--- config.mk ---
export PLATFORM = sky130hd
export DESIGN_NAME = shpr_port
export DESIGN_NICKNAME = d
export VERILOG_FILES = /design/src/shpr_pkg.sv /design/src/shpr_analog_readback.sv /design/src/shpr_port.sv
export SDC_FILE = /design/constraint.sdc
export NUM_CORES = 1
export LEC_CHECK = 0
export BUFFER_PORTS_ARGS = -buffer_cell sky130_fd_sc_hd__buf_2
export CAP_MARGIN = 20
export CORE_ASPECT_RATIO = 0.75
export CORE_MARGIN = 2
export CORE_UTILIZATION = 41
export DETAILED_ROUTE_END_ITERATION = 6
export PLACE_DENSITY_LB_ADDON = 0.05
export SETUP_SLACK_MARGIN = 0.15
export SLEW_MARGIN = 40
export SYNTH_ARGS = -nofsm -noshare
export SYNTH_HDL_FRONTEND = slang
export SYNTH_HIERARCHICAL = 1
export SYNTH_SLANG_ARGS = --single-unit
--- constraint.sdc ---
create_clock -name pclk -period 1.7 [get_ports pclk]
set_clock_uncertainty 0.05 [all_clocks]
set_input_delay 0.085 -clock pclk [delete_from_list [all_inputs] [get_ports pclk]]
set_output_delay 0.085 -clock pclk [all_outputs]
set_load 0.01 [all_outputs]
--- src/shpr_pkg.sv ---
// Shared constants and types for the shared port pin readback block.
`default_nettype none

package shpr_pkg;

    // Register indices; the APB byte address of each register is four times its index.
    localparam logic [15:0] SHPR_IDX_DIR   = 16'hfe8c;
    localparam logic [15:0] SHPR_IDX_LATCH = 16'hfe8e;
    localparam logic [15:0] SHPR_IDX_AN4   = 16'hfe8f;
    localparam logic [15:0] SHPR_IDX_AN8   = 16'hfe92;
    localparam logic [15:0] SHPR_IDX_PCTL  = 16'hfede;
    localparam logic [15:0] SHPR_IDX_ISTAT = 16'hfef0;
    localparam logic [15:0] SHPR_IDX_IMASK = 16'hfef1;

    // Reset values and fixed read patterns.
    localparam logic [7:0]  SHPR_LATCH_RST = 8'h00;
    localparam logic [7:0]  SHPR_DIR_RST   = 8'h00;
    localparam logic [7:0]  SHPR_DIR_READ  = 8'hff;
    localparam logic [7:0]  SHPR_AN4_FILL  = 8'hf0;
    localparam logic [7:0]  SHPR_AN8_FILL  = 8'h00;
    localparam logic [7:0]  SHPR_PCTL_RSVD = 8'h3e;
    localparam logic [1:0]  SHPR_PWM_RST   = 2'h0;
    localparam logic [1:0]  SHPR_INT_RST   = 2'h0;

    // Pin positions of the bidirectional port.
    localparam int SHPR_BIT_IRQ_A = 0;
    localparam int SHPR_BIT_IRQ_B = 1;
    localparam int SHPR_BIT_TX_A  = 2;
    localparam int SHPR_BIT_RX_A  = 3;
    localparam int SHPR_BIT_TX_B  = 4;
    localparam int SHPR_BIT_RX_B  = 5;
    localparam int SHPR_BIT_CLK_A = 6;
    localparam int SHPR_BIT_CLK_B = 7;

    // Field positions in the port control register.
    localparam int SHPR_PCTL_PWM_A = 6;
    localparam int SHPR_PCTL_PWM_B = 7;

    // Sticky status bit positions, one per external interrupt pin.
    localparam int SHPR_INT_A = 0;
    localparam int SHPR_INT_B = 1;

    // One serial channel's claim on its pins.
    typedef struct packed {
        logic tx_en;
        logic tx_level;
        logic rx_en;
        logic clk_out_en;
        logic clk_in_en;
        logic clk_level;
    } shpr_serial_t;

    // Converter sampling status: which port and which channel is being sampled.
    typedef struct packed {
        logic       active;
        logic       on_eight;
        logic [2:0] chan;
    } shpr_conv_t;

    // All state of the top module.
    typedef struct packed {
        logic [7:0]  latch;
        logic [7:0]  dir;
        logic [1:0]  pwm_en;
        logic [1:0]  int_stat;
        logic [1:0]  int_mask;
        logic [1:0]  pin_prev;
        logic [7:0]  pin_out;
        logic [7:0]  pin_oe_n;
        logic [31:0] prdata;
        logic        pready;
        logic        pslverr;
        logic        irq;
        logic [1:0]  ext_irq;
        logic        trig;
        logic [1:0]  rx;
        logic [1:0]  clk_in;
    } shpr_state_t;

    localparam shpr_state_t SHPR_STATE_RST = '{
        latch:    SHPR_LATCH_RST,
        dir:      SHPR_DIR_RST,
        pwm_en:   SHPR_PWM_RST,
        int_stat: SHPR_INT_RST,
        int_mask: SHPR_INT_RST,
        pin_prev: 2'h0,
        pin_out:  8'h00,
        pin_oe_n: 8'hff,
        prdata:   32'h0000_0000,
        pready:   1'b0,
        pslverr:  1'b0,
        irq:      1'b0,
        ext_irq:  2'h3,
        trig:     1'b1,
        rx:       2'h3,
        clk_in:   2'h0
    };

endpackage : shpr_pkg

`default_nettype wire

--- src/shpr_analog_readback.sv ---
// Read value of an input-only port shared with converter inputs.
`default_nettype none

module shpr_analog_readback #(
    parameter int         WIDTH    = 8,
    parameter logic [7:0] FILL     = 8'h00,
    parameter logic       IS_EIGHT = 1'b1
) (
    input  wire logic [WIDTH-1:0]    pin_level,
    input  wire shpr_pkg::shpr_conv_t conv,
    output logic [7:0]               level
);
    import shpr_pkg::*;

    // The port data fits one byte and a channel number of three bits.
    if (WIDTH < 1 || WIDTH > 8)
    begin : g_bad_width
        $error("shpr_analog_readback: WIDTH must lie between 1 and 8");
    end

    logic [WIDTH-1:0] bits;

    // A pin under conversion reads as 1, since its input buffer is cut off while sampling.
    for (genvar i = 0; i < WIDTH; i++)
    begin : g_bit
        assign bits[i] = (conv.active && conv.on_eight == IS_EIGHT && conv.chan == 3'(i))
                         ? 1'b1 : pin_level[i];
    end

    // Unused upper positions take the fixed fill pattern.
    if (WIDTH < 8)
    begin : g_fill
        assign level = {FILL[7:WIDTH], bits};
    end
    else
    begin : g_full
        assign level = bits;
    end

endmodule : shpr_analog_readback

`default_nettype wire

--- src/shpr_port.sv ---
// Bidirectional shared port and two analog input ports behind an APB slave.
//
// The APB register port was left to the implementer.
`default_nettype none

module shpr_port (
    input  wire logic                  pclk,
    input  wire logic                  presetn,
    input  wire logic                  psel,
    input  wire logic                  penable,
    input  wire logic                  pwrite,
    input  wire logic [31:0]           paddr,
    input  wire logic [31:0]           pwdata,
    output logic [31:0]                prdata,
    output logic                       pready,
    output logic                       pslverr,
    output logic                       irq,
    input  wire logic [7:0]            pin_in,
    output logic [7:0]                 pin_out,
    output logic [7:0]                 pin_oe_n,
    input  wire logic [3:0]            analog_four_pin,
    input  wire logic [7:0]            analog_eight_pin,
    input  wire shpr_pkg::shpr_serial_t serial_a,
    input  wire shpr_pkg::shpr_serial_t serial_b,
    input  wire logic                  pulse_width_out_a,
    input  wire logic                  pulse_width_out_b,
    input  wire shpr_pkg::shpr_conv_t   conv,
    output logic                       ext_interrupt_in_a,
    output logic                       ext_interrupt_in_b,
    output logic                       converter_ext_trigger,
    output logic                       serial_rx_in_a,
    output logic                       serial_rx_in_b,
    output logic                       serial_clk_pin_a,
    output logic                       serial_clk_pin_b
);
    import shpr_pkg::*;

    shpr_state_t st_ff;
    shpr_state_t nxt_st;

    logic [7:0] periph_own;
    logic [7:0] periph_drive;
    logic [7:0] periph_val;
    logic [7:0] drive_en;
    logic [7:0] drive_val;
    logic [7:0] port_read;
    logic [7:0] an4_level;
    logic [7:0] an8_level;
    logic       pulse_width_out_a_enable;
    logic       pulse_width_out_b_enable;

    // True when the APB address selects the register at the given index.
    function automatic logic reg_hit(input logic [31:0] addr, input logic [15:0] idx);
        return addr == {14'h0000, idx, 2'b00};
    endfunction : reg_hit

    assign pulse_width_out_a_enable = st_ff.pwm_en[0];
    assign pulse_width_out_b_enable = st_ff.pwm_en[1];

    // Peripheral claims on each pin; the interrupt pins stay general purpose as well.
    always_comb
    begin
        periph_own   = 8'h00;
        periph_drive = 8'h00;
        periph_val   = 8'h00;
        // Serial transmit pins are driven by the serial channel.
        periph_own[SHPR_BIT_TX_A]   = serial_a.tx_en;
        periph_drive[SHPR_BIT_TX_A] = 1'b1;
        periph_val[SHPR_BIT_TX_A]   = serial_a.tx_level;
        periph_own[SHPR_BIT_TX_B]   = serial_b.tx_en;
        periph_drive[SHPR_BIT_TX_B] = 1'b1;
        periph_val[SHPR_BIT_TX_B]   = serial_b.tx_level;
        // Claimed receive pins are never driven, so a held-low break shows on reads.
        periph_own[SHPR_BIT_RX_A]   = serial_a.rx_en;
        periph_own[SHPR_BIT_RX_B]   = serial_b.rx_en;
        // The PWM output outranks any serial clock function on the same pin.
        periph_own[SHPR_BIT_CLK_A]   = pulse_width_out_a_enable
                                       | serial_a.clk_out_en | serial_a.clk_in_en;
        periph_drive[SHPR_BIT_CLK_A] = pulse_width_out_a_enable | serial_a.clk_out_en;
        periph_val[SHPR_BIT_CLK_A]   = pulse_width_out_a_enable
                                       ? pulse_width_out_a : serial_a.clk_level;
        periph_own[SHPR_BIT_CLK_B]   = pulse_width_out_b_enable
                                       | serial_b.clk_out_en | serial_b.clk_in_en;
        periph_drive[SHPR_BIT_CLK_B] = pulse_width_out_b_enable | serial_b.clk_out_en;
        periph_val[SHPR_BIT_CLK_B]   = pulse_width_out_b_enable
                                       ? pulse_width_out_b : serial_b.clk_level;
    end

    // Per-pin drive and readback: a claimed pin ignores the latch and the direction bit.
    for (genvar i = 0; i < 8; i++)
    begin : g_pin
        assign drive_en[i]  = periph_own[i] ? periph_drive[i] : st_ff.dir[i];
        assign drive_val[i] = periph_own[i] ? periph_val[i] : st_ff.latch[i];
        // A general output reads back its latch; everything else reads the pin.
        assign port_read[i] = (periph_own[i] || !st_ff.dir[i])
                              ? pin_in[i] : st_ff.latch[i];
    end

    // The four-bit analog port has no direction register and reserved upper bits.
    shpr_analog_readback #(
        .WIDTH    (4),
        .FILL     (SHPR_AN4_FILL),
        .IS_EIGHT (1'b0)
    ) u_an4 (
        .pin_level (analog_four_pin),
        .conv      (conv),
        .level     (an4_level)
    );

    // The eight-bit analog port, likewise input only.
    shpr_analog_readback #(
        .WIDTH    (8),
        .FILL     (SHPR_AN8_FILL),
        .IS_EIGHT (1'b1)
    ) u_an8 (
        .pin_level (analog_eight_pin),
        .conv      (conv),
        .level     (an8_level)
    );

    // Next state: APB slave, register updates, interrupt flags and registered pin drive.
    always_comb
    begin
        logic       access;
        logic       finish;
        logic [1:0] fall;
        logic [1:0] clr;
        logic [1:0] nxt_stat;
        logic       mapped;

        nxt_st   = st_ff;
        access   = psel && penable;
        finish   = access && st_ff.pready;
        fall     = st_ff.pin_prev & ~pin_in[SHPR_BIT_IRQ_B:SHPR_BIT_IRQ_A];
        clr      = 2'h0;
        mapped   = reg_hit(paddr, SHPR_IDX_DIR)   || reg_hit(paddr, SHPR_IDX_LATCH)
                || reg_hit(paddr, SHPR_IDX_AN4)   || reg_hit(paddr, SHPR_IDX_AN8)
                || reg_hit(paddr, SHPR_IDX_PCTL)  || reg_hit(paddr, SHPR_IDX_ISTAT)
                || reg_hit(paddr, SHPR_IDX_IMASK);

        // Answer one cycle into the access phase; ready stands for a single cycle.
        if (access && !st_ff.pready)
        begin
            nxt_st.pready  = 1'b1;
            nxt_st.pslverr = !mapped;
            nxt_st.prdata  = 32'h0000_0000;
            if (!pwrite)
            begin
                if (reg_hit(paddr, SHPR_IDX_DIR))
                begin
                    nxt_st.prdata = {24'h00_0000, SHPR_DIR_READ};
                end
                else if (reg_hit(paddr, SHPR_IDX_LATCH))
                begin
                    nxt_st.prdata = {24'h00_0000, port_read};
                end
                else if (reg_hit(paddr, SHPR_IDX_AN4))
                begin
                    nxt_st.prdata = {24'h00_0000, an4_level};
                end
                else if (reg_hit(paddr, SHPR_IDX_AN8))
                begin
                    nxt_st.prdata = {24'h00_0000, an8_level};
                end
                else if (reg_hit(paddr, SHPR_IDX_PCTL))
                begin
                    nxt_st.prdata = {24'h00_0000, st_ff.pwm_en, 6'h00}
                                  | {24'h00_0000, SHPR_PCTL_RSVD};
                end
                else if (reg_hit(paddr, SHPR_IDX_ISTAT))
                begin
                    nxt_st.prdata = {30'h0000_0000, st_ff.int_stat};
                end
                else if (reg_hit(paddr, SHPR_IDX_IMASK))
                begin
                    nxt_st.prdata = {30'h0000_0000, st_ff.int_mask};
                end
                else
                begin
                    nxt_st.prdata = 32'h0000_0000;
                end
            end
        end
        else
        begin
            nxt_st.pready  = 1'b0;
            nxt_st.pslverr = 1'b0;
        end

        // Writes land at the edge that completes the transfer.
        if (finish && pwrite)
        begin
            if (reg_hit(paddr, SHPR_IDX_DIR))
            begin
                nxt_st.dir = pwdata[7:0];
            end
            else if (reg_hit(paddr, SHPR_IDX_LATCH))
            begin
                // The latch is written even for pins that do not drive it out.
                nxt_st.latch = pwdata[7:0];
            end
            else if (reg_hit(paddr, SHPR_IDX_PCTL))
            begin
                nxt_st.pwm_en = {pwdata[SHPR_PCTL_PWM_B], pwdata[SHPR_PCTL_PWM_A]};
            end
            else if (reg_hit(paddr, SHPR_IDX_ISTAT))
            begin
                clr = pwdata[1:0];
            end
            else if (reg_hit(paddr, SHPR_IDX_IMASK))
            begin
                nxt_st.int_mask = pwdata[1:0];
            end
            else
            begin
                // Analog port writes are accepted and dropped without error.
                nxt_st.dir = st_ff.dir;
            end
        end

        // Falling edges on the interrupt pins, including edges the latch itself drives.
        // The set term wins over a clear written in the same cycle.
        nxt_st.pin_prev = pin_in[SHPR_BIT_IRQ_B:SHPR_BIT_IRQ_A];
        nxt_stat        = (st_ff.int_stat & ~clr) | fall;
        nxt_st.int_stat = nxt_stat;
        nxt_st.irq      = |(nxt_stat & nxt_st.int_mask);

        // Pin levels handed on to the interrupt controller, converter and serial channels.
        nxt_st.ext_irq = pin_in[SHPR_BIT_IRQ_B:SHPR_BIT_IRQ_A];
        nxt_st.trig    = pin_in[SHPR_BIT_IRQ_B];
        nxt_st.rx      = {pin_in[SHPR_BIT_RX_B], pin_in[SHPR_BIT_RX_A]};
        nxt_st.clk_in  = {pin_in[SHPR_BIT_CLK_B], pin_in[SHPR_BIT_CLK_A]};

        // Pin drive is registered so the pads switch cleanly after the edge.
        nxt_st.pin_out  = drive_val;
        nxt_st.pin_oe_n = ~drive_en;
    end

    // State register; reset loads constants only.
    always_ff @(posedge pclk or negedge presetn)
    begin
        if (!presetn)
        begin
            st_ff <= SHPR_STATE_RST;
        end
        else
        begin
            st_ff <= nxt_st;
        end
    end

    // Every output comes straight from the state register.
    assign prdata                = st_ff.prdata;
    assign pready                = st_ff.pready;
    assign pslverr               = st_ff.pslverr;
    assign irq                   = st_ff.irq;
    assign pin_out               = st_ff.pin_out;
    assign pin_oe_n              = st_ff.pin_oe_n;
    assign ext_interrupt_in_a    = st_ff.ext_irq[SHPR_INT_A];
    assign ext_interrupt_in_b    = st_ff.ext_irq[SHPR_INT_B];
    assign converter_ext_trigger = st_ff.trig;
    assign serial_rx_in_a        = st_ff.rx[0];
    assign serial_rx_in_b        = st_ff.rx[1];
    assign serial_clk_pin_a      = st_ff.clk_in[0];
    assign serial_clk_pin_b      = st_ff.clk_in[1];

endmodule : shpr_port

`default_nettype wire

==> metrics.txt <==
n_diodes=0; critical path's top delay family=simple AND/OR/NAND/NOR gates; Sink Count=57; Tmin final=1.581 ns; Initial DRC Count=92; crit path DAT=1.75 ns; Area growth syn-to-layout=34.59%; DP HPWL=6033 µm; CP max FO=2; top cells by area, synth=dfrtp_1, buf_4, dfstp_2, mux2_2, mux2i_1; Warnings, synthesis=6; CP Buf/Inv Count=0; Hold Path Class=in2reg; asr flop ratio synth=100.0%; WL final=7933 µm; overall power=0.003224 W; via/cell ratio=4.696; Fmax=0.6324 GHz; Worst EP required=1.87 ns; post-synthesis cell type with the largest combined area=dfrtp_1; Slew Viols, Final=0; routability cong.=0.8225; core area=7777 µm²; CTS tree=built; GRT Total Usage=18.93%; first-pass GRT wire length=12560 µm; Final ANT Viol Nets=0; Final period util=93.01%; FILL cells=718; vias in the first global route=2567; Hold Path Depth=2; top_reg_cell synth=dfrtp_1; Die Wd=106.8 µm; antenna violations before repair=0; clock latency on the worst-skew pair=0.33 ns; setup bufs post-CTS=0; power per cell area=737.6 nW/µm²; Hold Vio Cnt, Final=0; CTS max path bufs=2; Cell Area, Synth=3248 µm²; starting density of the core=41.76%; I/O pin count=166; crit path capture type=flip-flop; Max-Cap Viols=0; Setup-failing EPs final=0; PortBufs=117; pin count of the biggest net entering global routing=24; number of flops mapped to enable cells by yosys=0; Netlist cell types=54; Peak VDD IR=393.0 µV; Setup CP Type=reg2reg; status=complete, no violations; DRC=0; post-synth top area share=34.67%; # nets final=551; post-synthesis register bit count=57; slowest stage delay, CP=0.34 ns; total CTS buffers=9; die area=8657 µm²; DR pass1 iterations=4; Root Buffer=clkbuf_8; setup repair after global routing missed its margin=true; Rows=28; R2R cell count=5; cells along the critical path=and4_4 > nand2_4 > nor4_4 > mux2_4 > a32o_1; clk slew on worst S/H paths=0.07 ns; Pleak=2.232 nW; Worst path depth=5; routed via count=2597; worst hold margin=0.02578 ns; share of cells above drive strength 1=47.54%; register area share after synthesis=44.38%; Avg Cell Area, Syn=10.86 µm²; GRT overflow=0; synthesized instance count=299; final core occ=56.21%; Slowest cell on crit path=dfrtp_1; kind of start point of the critical path=flip-flop; die height=81.08 µm; H-Tree Level Count=3; routed len/inst=14.35 µm
-- per-layer routing --
layer | wire, µm | track usage (%) | vias to the layer above
met5 | 0 | 0 | -
met2 | 3305 | 29.11 | 116
met3 | 578 | 5.538 | 11
met4 | 138 | 4.026 | 0
met1 | 3910 | 26.68 | 1189
li1 | - | - | 1281
-- sequential cells by signal, indices dropped and copies added (netlist names) --
| register | cells |
|---|---|
| drive_val | 2 |
| st_ff | 18 |
| pready | 1 |
| ext_interrupt_in_a | 1 |
| pulse_width_out_b_enable | 1 |
| pin_out | 8 |
| serial_rx_in_a | 1 |
| serial_clk_pin_b | 1 |
| pulse_width_out_a_enable | 1 |
| ext_interrupt_in_b | 1 |
| serial_rx_in_b | 1 |
| irq | 1 |
| prdata | 8 |
| pin_oe_n | 8 |
| pslverr | 1 |
| serial_clk_pin_a | 1 |
| drive_en | 2 |
-- layout by cell type, fill, tap and decap left out, types with 7 or more instances in the layout --
cell type,n
dlygate4sd3_1,27
buf_4,21
nand2_1,10
mux2_2,18
dfstp_2,12
nor2_1,18
inv_1,7
mux2i_1,11
and3_1,7
conb_1,28
dfrtp_1,45
a21oi_1,12
buf_2,116
nor2b_1,8
o21ai_0,9
clkbuf_8,10
-- report_power, final --
| group | switching, W | internal (W) |
|---|---|---|
| registers | 0.0000103 | 0.00140 |
| logic | 0.000221 | 0.000205 |
| clock network | 0.000528 | 0.000863 |
-- through the flow --
step           area, µm²  std cells  TNS (ns)  worst slack (ns)
2_1_floorplan       3349        325  -0.02767          -0.02767
3_5_place_dp        3796        509   -0.4467          -0.06543
3_3_place_gp        3796        509   -0.4571          -0.04634
6_report            4372        553         0            0.1188
4_1_cts             4329        553         0           0.03887
5_1_grt             4372        553         0           0.06315
-- timing repair --
item / 4_1_cts / 5_1_grt
hold buffers: 28 / 0
setup endpoints to repair: 4 / 7
hold endpoints to repair: 50 / 0
resized for setup: 9 / 9
pin swaps: 5 / 4
-- worst register-to-register path, cell delays in order, from the launching register on --
cell and delay (ns):
dfrtp_1 0.34, and4_4 0.25, nand2_4 0.06, nor4_4 0.21
mux2_4 0.34, a32o_1 0.22
-- layout make-up --
type | count | area (µm²) | share of cell area, %
inverter | 7 | 26.28 | 0.6010
timing repair buffer | 167 | 1052 | 24.07
clock inverter | 5 | 78.83 | 1.803
clock buffer | 11 | 141.4 | 3.234
sequential | 57 | 1441 | 32.97
multi-input combinational | 201 | 1500 | 34.32
tap | 105 | 131.4 | 3.005
-- path summary, 6_finish.rpt --
kind                              startpoint     endpoint  slack, ns
max in group asynchronous            presetn  pin_oe_n[7]       0.78
worst min-delay path               pwdata[0]  drive_en[0]       0.03
min in group asynchronous            presetn   pin_out[5]       0.21
worst max-delay path                  pready          irq       0.12
worst max register to register        pready          irq       0.12
worst min register to register  drive_val[1]   pin_out[1]       0.35
-- cells in the mapped netlist (6+ instances only) --
cell type / number
mux2_2: 19
buf_4: 54
a21oi_1: 13
nor2b_1: 8
inv_1: 7
nor3_1: 6
dfrtp_1: 45
nand2b_1: 6
nand2_1: 11
mux2i_1: 11
o21bai_1: 6
dfstp_2: 12
and3_1: 7
o21ai_0: 10
nor2_1: 18
-- cell families (layout without fill, tap and decap cells) --
logic type | count (synthesis) | count (layout) | synth area share [%]
compound gates | 53 | 53 | 11.29
buf+inv | 67 | 190 | 14.48
flops | 57 | 57 | 44.38
mux | 33 | 33 | 11.36
other cells | 2 | 28 | 0.2312
simple gates | 87 | 87 | 18.26
Power figures use the tool's default switching activity.
